--- config.mk ---
export PLATFORM = sky130hd
export DESIGN_NAME = sram_host
export DESIGN_NICKNAME = d
export VERILOG_FILES = /design/src/design/sram_host_pkg.sv /design/src/design/sram_host.sv
export SDC_FILE = /design/constraint.sdc
export NUM_CORES = 1
export LEC_CHECK = 0
export ABC_AREA = 0
export BUFFER_PORTS_ARGS = -buffer_cell sky130_fd_sc_hd__clkbuf_2
export CORE_AREA = 2 2 101 103
export CTS_BUF_LIST = sky130_fd_sc_hd__clkbuf_4
export DETAILED_ROUTE_END_ITERATION = 8
export DIE_AREA = 0 0 103 105
export GPL_ROUTABILITY_DRIVEN = 0
export PLACE_DENSITY = 0.67
export SYNTH_ARGS = -nofsm -noshare
export SYNTH_HDL_FRONTEND = slang
export SYNTH_SLANG_ARGS = --single-unit
--- constraint.sdc ---
create_clock -name clk_sys -period 2.27 [get_ports clk_sys]
set_input_delay 0.454 -clock clk_sys [delete_from_list [all_inputs] [get_ports clk_sys]]
set_output_delay 0.454 -clock clk_sys [all_outputs]
set_load 0.01 [all_outputs]
--- src/design/sram_host_pkg.sv ---
package sram_host_pkg;
  // Geometry of the memory
  localparam int ADDR_W    = 17;          // Word address width
  localparam int DATA_W    = 16;          // Word width
  localparam int BYTE_W    = 8;           // Lane width
  localparam int WORDS     = 131072;      // Words in the memory

  // Timing at 200 MHz
  localparam int CLK_PERIOD_PS     = 5000;       // Clock period in ps
  localparam int POWER_UP_WAIT_US  = 1;          // Least wait after power
  localparam int POWER_UP_CYCLES   =
    (POWER_UP_WAIT_US * 1000000 + CLK_PERIOD_PS - 1) / CLK_PERIOD_PS;
  localparam int SETUP_CYCLES      = 1;          // Address before strobe
  localparam int STROBE_CYCLES     = 2;          // Strobe low, 10 ns
  localparam int READ_CYCLES       = 3;          // Output drive low, 15 ns
  localparam int CNT_W             = 16;         // Wait counter width

  // Reset values of the pins
  localparam logic [ADDR_W-1:0] ADDR_RST = 17'h00000;
  localparam logic [DATA_W-1:0] DATA_RST = 16'h0000;

  // Sequencer states
  typedef enum logic [5:0] {
    ST_POWER = 6'h01,
    ST_IDLE  = 6'h02,
    ST_SETUP = 6'h04,
    ST_WRITE = 6'h08,
    ST_READ  = 6'h10,
    ST_HOLD  = 6'h20
  } seq_state_e;
endpackage : sram_host_pkg

--- src/design/sram_host.sv ---
`timescale 1ns/100ps
`default_nettype none
module sram_host
  import sram_host_pkg::*;
#(
  parameter int unsigned POWER_CYCLES = POWER_UP_CYCLES
) (
  input  wire logic                              clk_sys,
  input  wire logic                              rst,
  input  wire logic                              req_valid,
  output logic                                   req_ready,
  input  wire logic                              req_write,
  input  wire logic [sram_host_pkg::ADDR_W-1:0]  req_addr,
  input  wire logic [sram_host_pkg::DATA_W-1:0]  req_wdata,
  input  wire logic [1:0]                        req_lanes,
  output logic                                   rsp_valid,
  output logic      [sram_host_pkg::DATA_W-1:0]  rsp_rdata,
  output logic      [sram_host_pkg::ADDR_W-1:0]  mem_addr,
  output logic                                   chip_sel_n,
  output logic                                   write_n,
  output logic                                   out_drive_n,
  output logic                                   low_byte_lane_n,
  output logic                                   high_byte_lane_n,
  input  wire logic [sram_host_pkg::DATA_W-1:0]  mem_dq_in,
  output logic      [sram_host_pkg::DATA_W-1:0]  mem_dq_out,
  output logic      [sram_host_pkg::DATA_W-1:0]  mem_dq_oe
);
  import sram_host_pkg::*;

  // Wait counter compare; used by several states. The counter starts
  // at zero on entry, so a wait of n cycles ends when it reaches n-1.
  function automatic logic cnt_done(input logic [CNT_W-1:0] c,
                                    input int unsigned n);
    cnt_done = (c >= CNT_W'(n - 1));
  endfunction

  // Registered state
  seq_state_e              state_ff, nxt_state;      // Sequencer
  logic [CNT_W-1:0]        cnt_ff, nxt_cnt;          // Cycle counter
  logic                    wr_ff, nxt_wr;            // Access is a write
  logic [1:0]              lanes_ff, nxt_lanes;      // Lane enables, high
  logic [ADDR_W-1:0]       addr_ff, nxt_addr;        // Address pins
  logic [DATA_W-1:0]       wdata_ff, nxt_wdata;      // Write data
  logic                    cs_n_ff, nxt_cs_n;        // Chip select pin
  logic                    we_n_ff, nxt_we_n;        // Write strobe pin
  logic                    oe_n_ff, nxt_oe_n;        // Output drive pin
  logic                    dq_en_ff, nxt_dq_en;      // Host drives bus
  logic                    rsp_ff, nxt_rsp;          // Read answer pulse
  logic [DATA_W-1:0]       rdata_ff, nxt_rdata;      // Read answer data

  // Only accept work once the power wait is over and idle
  // Combinational, so a waiting request is taken on the first idle edge
  assign req_ready = (state_ff == ST_IDLE);

  // One access walks IDLE, SETUP, then WRITE or READ, then HOLD.
  // SETUP gives the address a full cycle before select falls, so the
  // device never sees a moving address while it is selected.
  // HOLD keeps address and write data on the pins one cycle after the
  // strobes rise, which covers any hold the device might want.
  // Limitation: the data pins are sampled without a synchroniser; the
  // read is safe only because the device has settled for several
  // cycles before the sample edge. A slower part needs READ_CYCLES
  // raised in the package.
  // Next-value logic for the sequencer and pins
  always_comb begin
    nxt_state = state_ff;
    nxt_cnt   = cnt_ff + CNT_W'(1);
    nxt_wr    = wr_ff;
    nxt_lanes = lanes_ff;
    nxt_addr  = addr_ff;
    nxt_wdata = wdata_ff;
    nxt_cs_n  = cs_n_ff;
    nxt_we_n  = we_n_ff;
    nxt_oe_n  = oe_n_ff;
    nxt_dq_en = dq_en_ff;
    nxt_rsp   = 1'b0;
    nxt_rdata = rdata_ff;
    // Defaults above hold every pin; states change only what they own
    case (state_ff)
      ST_POWER: begin
        // Count out the wait before the first access
        if (cnt_done(cnt_ff, POWER_CYCLES)) begin
          nxt_state = ST_IDLE;
          nxt_cnt   = '0;
        end
      end
      ST_IDLE: begin
        nxt_cnt = '0;
        // Deselected while idle, so the device sits in standby
        nxt_cs_n = 1'b1;
        // Request taken here; the sequencer is busy from the next cycle
        if (req_valid) begin
          // Whole address latched first, select follows later
          nxt_addr  = req_addr;
          nxt_wr    = req_write;
          nxt_lanes = req_lanes;
          nxt_wdata = req_wdata;
          nxt_state = ST_SETUP;
        end
      end
      ST_SETUP: begin
        // Address has been stable a cycle; now assert strobes
        nxt_cs_n  = 1'b0;
        nxt_cnt   = '0;
        if (wr_ff) begin
          // Write: output drive kept high, host drives the bus
          nxt_we_n  = 1'b0;
          nxt_oe_n  = 1'b1;
          nxt_dq_en = 1'b1;
          nxt_state = ST_WRITE;
        end else begin
          // Read: write strobe high, host releases the bus
          nxt_we_n  = 1'b1;
          nxt_oe_n  = 1'b0;
          nxt_dq_en = 1'b0;
          nxt_state = ST_READ;
        end
      end
      ST_WRITE: begin
        // Write strobe held low for STROBE_CYCLES
        if (cnt_done(cnt_ff, STROBE_CYCLES)) begin
          // Write ends on write strobe rising; select rises with it,
          // address and data held one more cycle after the end
          nxt_we_n  = 1'b1;
          nxt_cs_n  = 1'b1;
          nxt_state = ST_HOLD;
        end
      end
      ST_READ: begin
        // Strobes held for READ_CYCLES, then the bus is sampled
        if (cnt_done(cnt_ff, READ_CYCLES)) begin
          // Disabled lanes read as zero; device leaves them floating
          nxt_rdata = { lanes_ff[1] ? mem_dq_in[DATA_W-1:BYTE_W]
                                    : {BYTE_W{1'b0}},
                        lanes_ff[0] ? mem_dq_in[BYTE_W-1:0]
                                    : {BYTE_W{1'b0}} };
          nxt_rsp   = 1'b1;
          nxt_oe_n  = 1'b1;
          nxt_cs_n  = 1'b1;
          nxt_state = ST_HOLD;
        end
      end
      ST_HOLD: begin
        // Release the bus only after strobes are already high
        nxt_dq_en = 1'b0;
        nxt_state = ST_IDLE;
      end
      default: begin
        // Unreachable codes fall back to idle
        nxt_state = ST_IDLE;
      end
    endcase
  end

  // Synchronous reset puts every strobe high and the bus released
  // Register all state; pins come straight from flip-flops, except lane enables and bus enables, which pass through one gate
  always_ff @(posedge clk_sys) begin
    if (rst) begin
      // Deselected, strobes high, host off the bus
      state_ff <= ST_POWER;
      cnt_ff   <= '0;
      wr_ff    <= 1'b0;
      lanes_ff <= 2'h0;
      addr_ff  <= ADDR_RST;
      wdata_ff <= DATA_RST;
      cs_n_ff  <= 1'b1;
      we_n_ff  <= 1'b1;
      oe_n_ff  <= 1'b1;
      dq_en_ff <= 1'b0;
      rsp_ff   <= 1'b0;
      rdata_ff <= DATA_RST;
    end else begin
      state_ff <= nxt_state;
      cnt_ff   <= nxt_cnt;
      wr_ff    <= nxt_wr;
      lanes_ff <= nxt_lanes;
      addr_ff  <= nxt_addr;
      wdata_ff <= nxt_wdata;
      cs_n_ff  <= nxt_cs_n;
      we_n_ff  <= nxt_we_n;
      oe_n_ff  <= nxt_oe_n;
      dq_en_ff <= nxt_dq_en;
      rsp_ff   <= nxt_rsp;
      rdata_ff <= nxt_rdata;
    end
  end

  // Lane enables are active only while selected, so an idle bus
  // never presents stray lane strobes
  assign low_byte_lane_n  = cs_n_ff | ~lanes_ff[0];
  assign high_byte_lane_n = cs_n_ff | ~lanes_ff[1];

  // Pin outputs
  // Address, select, write and output drive straight from flip-flops, so they never glitch
  assign mem_addr    = addr_ff;
  assign chip_sel_n  = cs_n_ff;
  assign write_n     = we_n_ff;
  assign out_drive_n = oe_n_ff;
  assign mem_dq_out  = wdata_ff;
  // Only enabled lanes are driven; the others stay undriven
  assign mem_dq_oe   = { {BYTE_W{dq_en_ff & lanes_ff[1]}},
                         {BYTE_W{dq_en_ff & lanes_ff[0]}} };
  assign rsp_valid   = rsp_ff;
  assign rsp_rdata   = rdata_ff;
endmodule // sram_host
`default_nettype wire

==> results.sh, run 1 <==
export IMPL_synth_ff_latch_count=79
export IMPL_regToRegEndpoint="cnt_ff[14]"
export IMPL_htree_levels=3
export IMPL_worst_r2r_cell_count=5
export IMPL_tightestPinTransition_ps=619.4
export IMPL_drtIter0Drc=162
export IMPL_globalRoute_totalOverflow=0
export IMPL_vias=3127
export IMPL_pin_count=127
export IMPL_hp_class="in2reg"
export IMPL_postRouteAntennaNets=0
export IMPL_stdcell_count=648
export IMPL_firstDrtPassIters=6
export IMPL_post_route_cells_drive_above_1_share_pct=32.62
export IMPL_timing_critical_path_max_delay_family="compound AO/OA/AOI/OAI gates"
export IMPL_timing_final_setup_violations=0
export IMPL_synth_compound_gate_area_share_pct=11.77
export IMPL_hold_buffers_post_cts=0
export IMPL_die_h_um=105
export IMPL_critical_path_slowest_cell="a2111o_4"
export IMPL_synth_seq_area_share_pct=44.82
export IMPL_path_depth=5
export IMPL_syn_area_um2=3528
export IMPL_numCtsBuffers=9
export IMPL_r2r_setup_slack_ps=160
export IMPL_synthSimpleGateAreaFrac_pct=27.09
export IMPL_number_of_inserted_diodes=0
export IMPL_dpl_cell_area_um2=4168
export IMPL_grt_pass1_wl_mm=13.66
export IMPL_period_minus_slack_ps=2110
export IMPL_worst_path_bufs_invs=0
export IMPL_critical_path_required_ps=2630
export IMPL_port_buffers=126
export IMPL_asyncSetResetFlopFracSynth_pct=0
export IMPL_report_final_slew_viol_count=0
export IMPL_report_power_total_w=0.002576
export IMPL_max_cap_viol_count=0
export IMPL_timing_final_crit_share_pct=92.94
export IMPL_p_leak_nw=1.718
export IMPL_ys_flop_type="dfxtp_1"
export IMPL_clk_pin_slew_worst_setup_hold_paths_ps=130
export IMPL_die_area_um2=10820
export IMPL_synth_nets=461
export IMPL_cts_root_buffer_cell="clkbuf_4"
export IMPL_clockBufferDepth=2
export IMPL_critPathCaptureType="flop"
export IMPL_synth_xor_area_share_pct=2.979
export IMPL_drc=0
export IMPL_outcome="finished, final reports clean"
export IMPL_power_density_nw_per_um2=594.6
export IMPL_grt_start_max_net_pins=38
export IMPL_rsz_0062_raised_after_global_routing="no"
export IMPL_hold_viol_final=0
export IMPL_timing_rr_start="cnt_ff[0]"
export IMPL_setup_total_negative_slack_ps=0
export IMPL_initial_core_util_pct=36.60
export IMPL_synth_edff_count=0
export IMPL_critical_path_max_fanout=16
export IMPL_cpPeakStageDelay_ps=640
export IMPL_nFillCells=975
export IMPL_synth_adder_area_share_pct=1.418
export IMPL_startpoint_to_endpoint_class_of_the_critical_path="reg2reg"
export IMPL_worstSetupStartpointType="flop"
export IMPL_via_per_inst=4.826
export IMPL_antenna_found_initial=0
export IMPL_final_net_count=569
export IMPL_power_ir_vdd_worst_mv=0.3630
export IMPL_yosys_warnings=0
export IMPL_dpl_hpwl_mm=6.023
export IMPL_die_width_um=103
export IMPL_endpoint="cnt_ff[14]"
export IMPL_fin_area_um2=4332
export IMPL_clock_sink_count=79
export IMPL_areaGrowthSynthToFinish_pct=22.77
export IMPL_fin_worst_skew_ps=16.19
export IMPL_totalWireLength_mm=8.252
export IMPL_total_routing_usage_gr_pct=15.74
export IMPL_place_inst=632
export IMPL_slew_limit_headroom_pct=58.36
export IMPL_proportion_of_synthesized_area_in_mux_cells_pct=4.539
export IMPL_worst_skew_pair_later_pin_latency_ps=430
export IMPL_core_um2=9639
export IMPL_max_clock_freq_mhz=474.0
export IMPL_syn_inst_count=402
export IMPL_synthesized_area_per_cell_um2=8.777
export IMPL_synth_top_family_by_area="simple AND/OR/NAND/NOR gates"
export IMPL_critical_path_cell_by_cell="ha_1 > a2111oi_4 > o211ai_2 > a2111o_4 > a21oi_1"
export IMPL_critical_path_startpoint="cnt_ff[0]"
export IMPL_number_of_distinct_library_cells_after_synthesis=49
export IMPL_cts_tree="yes"
export IMPL_wire_per_inst_um=12.73
export IMPL_cp_arrival_ps=2470
export IMPL_floorplan_rows=36
export IMPL_first_global_vias=2972
==> state kept, by name (all words and copies together) (netlist names) <==
| register | count |
|---|---|
| wr_ff | 1 |
| dq_en_ff | 1 |
| mem_dq_out | 16 |
| rsp_rdata | 16 |
| write_n | 1 |
| mem_addr | 17 |
| state_ff | 6 |
| lanes_ff | 2 |
| out_drive_n | 1 |
| rsp_valid | 1 |
| chip_sel_n | 1 |
| cnt_ff | 16 |
==> power by group <==
group / internal, W / total (W) / switching (W)
clock network: 0.000437 / 0.000928 / 0.000491
registers: 0.00141 / 0.00144 / 0.0000286
logic: 0.0000912 / 0.000211 / 0.000120
total: 0.00194 / 0.00258 / 0.000640
==> worst register-to-register path, delay by kind of cell, from the launching register on <==
kind                       cells  cell delay (ps)
AOI/OAI and AO/OA              4             1360
DFF                            1              380
adders and majority gates      1              300
==> area by class of cell <==
type,count,area (um2),area share (%)
multi-input combinational,278,1695,39.14
clock inverter,7,87.58,2.022
timing repair buffer,134,703.2,16.23
sequential,79,1582,36.51
clock buffer,9,67.56,1.560
tap,133,166.4,3.842
inverter,8,30.03,0.6932
==> kinds of logic after synthesis <==
| logic type | Yosys count |
|---|---|
| fa+ha+maj | 4 |
| flops | 79 |
| mux | 16 |
| buf+inv | 45 |
| simple gates | 184 |
| compound gates | 62 |
| xor+xnor | 12 |
==> cells in the final DEF, fill, tap and decap left out, types with 7 or more instances in the layout <==
cell type    n
clkbuf_2   126
nand2_1     95
dfxtp_1     79
a21oi_1     41
nand3_1     25
mux2i_1     16
nor2_1      10
xnor2_1      9
clkbuf_4     9
nor2_4       8
inv_1        7
buf_4        7
==> per-stage QoR <==
stage,hold slack [ps],util [%],worst slack [ps]
6_report,226.7,44.94,160.3
5_1_grt,180.0,44.94,33.02
4_1_cts,201.5,44.85,74.82
3_5_place_dp,447.2,43.24,131.6
3_3_place_gp,441.0,43.24,196.3
2_1_floorplan,452.6,-,280.8
==> Yosys cell counts, types with 3 or more instances <==
cell type,instances,share of area (%)
buf_2,6,0.85
xnor2_1,9,2.2
and2_1,4,0.71
o21ai_0,4,0.57
nor2_1,10,1.1
clkbuf_1,14,1.5
nor2_4,8,2.6
nor4_1,5,0.89
and3_1,3,0.53
ha_1,4,1.4
buf_4,14,3.0
nor3_1,5,0.71
dfxtp_1,79,45
nand3_1,25,3.5
nand2_1,95,10
inv_1,7,0.74
mux2i_1,16,4.5
or3_1,5,0.89
a21oi_1,41,5.8
xor2_1,3,0.74
nor2b_1,5,0.89
==> routing by layer <==
metal / up-vias / share of wire (%) / global-route usage (%)
met4: 0 / 2.1 / 6.767
met3: 15 / 7.0 / 6.087
met5: - / 0 / 0
li1: 1574 / - / -
met1: 1442 / 43 / 18.51
met2: 96 / 48 / 25.19
==> how the worst min path moves through the flow <==
stage                      to          start  cells after the start  slack (ps)
3_3_place_gp     rsp_rdata[9]   rsp_rdata[9]                      2         440
6_report         mem_addr[12]   req_addr[12]                      3         230
3_5_place_dp     mem_addr[10]   mem_addr[10]                      2         450
2_1_floorplan        dq_en_ff       dq_en_ff                      2         450
5_1_grt        mem_dq_out[13]  req_wdata[13]                      3         180
4_1_cts        mem_dq_out[13]  req_wdata[13]                      3         200
==> timing repair <==
item	in CTS	in global routing
endpoints found under the setup margin	0	2
setup buffers	0	0
resized for setup	0	1
Power figures use the tool's default switching activity.
==> inputs of run 2 (changes only) <==
--- a/config.mk
+++ b/config.mk
@@ -7,12 +7,12 @@
 export LEC_CHECK = 0
 export ABC_AREA = 0
 export BUFFER_PORTS_ARGS = -buffer_cell sky130_fd_sc_hd__clkbuf_2
-export CORE_AREA = 2 2 101 103
+export CORE_AREA = 2 2 93 95
 export CTS_BUF_LIST = sky130_fd_sc_hd__clkbuf_4
 export DETAILED_ROUTE_END_ITERATION = 8
-export DIE_AREA = 0 0 103 105
+export DIE_AREA = 0 0 95 97
 export GPL_ROUTABILITY_DRIVEN = 0
-export PLACE_DENSITY = 0.67
+export PLACE_DENSITY = 0.76
 export SYNTH_ARGS = -nofsm -noshare
 export SYNTH_HDL_FRONTEND = slang
 export SYNTH_SLANG_ARGS = --single-unit
==> run 2 against run 1 <==
Against the previous run: maximum frequency down 1.4%; clock power shrank 10%; sequential cell count unchanged; critical path type unchanged.
==> results.sh, run 2 (synthesis results as in run 1) <==
export IMPL_htree_levels=3
export IMPL_outcome="finished, final reports clean"
export IMPL_setup_total_negative_slack_ps=0
export IMPL_power_density_nw_per_um2=583.8
export IMPL_worst_skew_pair_later_pin_latency_ps=430
export IMPL_max_clock_freq_mhz=467.5
export IMPL_most_common_layout_cells="126 x clkbuf_2, 95 x nand2_1, 79 x dfxtp_1, 41 x a21oi_1, 25 x nand3_1"
export IMPL_grt_start_max_net_pins=38
export IMPL_period_minus_slack_ps=2139
export IMPL_firstDrtPassIters=4
export IMPL_number_of_flip_flops_in_the_largest_register=17
export IMPL_core_um2=8134
export IMPL_number_of_inserted_diodes=0
export IMPL_postRouteAntennaNets=0
export IMPL_slew_limit_headroom_pct=54.34
export IMPL_critPathCaptureType="flop"
export IMPL_dpl_cell_area_um2=4098
export IMPL_detailroute_wirelength_met2_mm=3.893
export IMPL_report_final_slew_viol_count=0
export IMPL_totalWireLength_mm=8.071
export IMPL_globalRoute_totalOverflow=0
export IMPL_wire_per_inst_um=13.08
export IMPL_r2r_setup_slack_ps=130
export IMPL_die_area_um2=9215
export IMPL_startpoint_to_endpoint_class_of_the_critical_path="reg2reg"
export IMPL_die_width_um=95
export IMPL_floorplan_rows=33
export IMPL_clock_sink_count=79
export IMPL_critical_path_required_ps=2630
export IMPL_hp_class="in2reg"
export IMPL_hold_buffers_post_cts=0
export IMPL_met1_wl_mm=3.500
export IMPL_drc=0
export IMPL_via_per_inst=4.964
export IMPL_fin_area_um2=4245
export IMPL_rsz_0062_raised_after_global_routing="no"
export IMPL_wl_met3_um=571
export IMPL_final_common_cell="clkbuf_2"
export IMPL_fin_ws_ps=130.8
export IMPL_grt_pass1_wl_mm=13.56
export IMPL_timing_final_setup_violations=0
export IMPL_areaGrowthSynthToFinish_pct=20.32
export IMPL_post_cts_resized_instances=0
export IMPL_first_global_vias=3019
export IMPL_timing_final_crit_share_pct=94.24
export IMPL_p_leak_nw=1.694
export IMPL_cp_arrival_ps=2500
export IMPL_highest_layer="met4"
export IMPL_die_h_um=97
export IMPL_clockBufferDepth=2
export IMPL_numCtsBuffers=9
export IMPL_tightestPinTransition_ps=679.2
export IMPL_antenna_found_initial=0
export IMPL_vias=3063
export IMPL_port_buffers=126
export IMPL_post_route_cells_drive_above_1_share_pct=32.23
export IMPL_initial_core_util_pct=43.38
export IMPL_final_net_count=566
export IMPL_total_routing_usage_gr_pct=18.34
export IMPL_worstSetupStartpointType="flop"
export IMPL_cts_root_buffer_cell="clkbuf_4"
export IMPL_dpl_hpwl_mm=5.783
export IMPL_max_cap_viol_count=0
export IMPL_stdcell_count=617
export IMPL_cts_tree="yes"
export IMPL_place_inst=601
export IMPL_power_ir_vdd_worst_mv=0.3009
export IMPL_placement_setup_worst_slack_ps=136.4
export IMPL_fin_worst_skew_ps=14.21
export IMPL_cts_repair_timing_setup_buffer_count=0
export IMPL_clk_pin_slew_worst_setup_hold_paths_ps=130
export IMPL_pin_count=127
export IMPL_hold_viol_final=0
export IMPL_drtIter0Drc=134
export IMPL_critical_path_max_fanout=16
==> run 2: cell type report <==
class,instances,area (um2)
Fill cell,789,3889
Inverter,8,30.03
Multi-Input combinational cell,278,1695
Sequential cell,79,1582
Tap cell,105,131.4
Clock inverter,7,71.32
Clock buffer,9,67.56
Timing Repair Buffer,131,668.1
==> run 2: per-layer routing <==
| layer | vias to the layer above | GRT usage [%] |
|---|---|---|
| met2 | 105 | 30.82 |
| met4 | 0 | 6.800 |
| met3 | 7 | 5.452 |
| met1 | 1371 | 21.81 |
| li1 | 1580 | - |
| met5 | - | 0 |
==> run 2: worst paths after layout <==
check | startpoint | depth (start not counted) | end
min | req_wdata[14] | 3 | mem_dq_out[14]
min reg2reg | mem_addr[1] | 2 | mem_addr[1]
max | cnt_ff[0] | 5 | cnt_ff[15]
max reg2reg | cnt_ff[0] | 5 | cnt_ff[15]
==> run 2: worst max-delay path, stage by stage (launching register included) <==
cell and delay [ps]:
dfxtp_1 390, ha_1 290, a2111oi_4 400, o211ai_2 140, a2111o_4 690, a21oi_1 170
==> run 2: report_power, final <==
part / internal, W / total (W) / switching [W]
clock network: 0.000336 / 0.000834 / 0.000498
logic: 0.0000894 / 0.000207 / 0.000118
registers: 0.00141 / 0.00144 / 0.0000298
==> run 2: metrics by stage <==
stage	power [W]	utilization, %	hold WS (ps)
6_report	0.002479	52.19	232.7
5_1_grt	0.002599	52.19	202.4
4_1_cts	0.002503	52.08	215.9
3_5_place_dp	0.001675	50.38	448.6
3_3_place_gp	0.001670	50.38	442.2
2_1_floorplan	0.001592	-	452.6
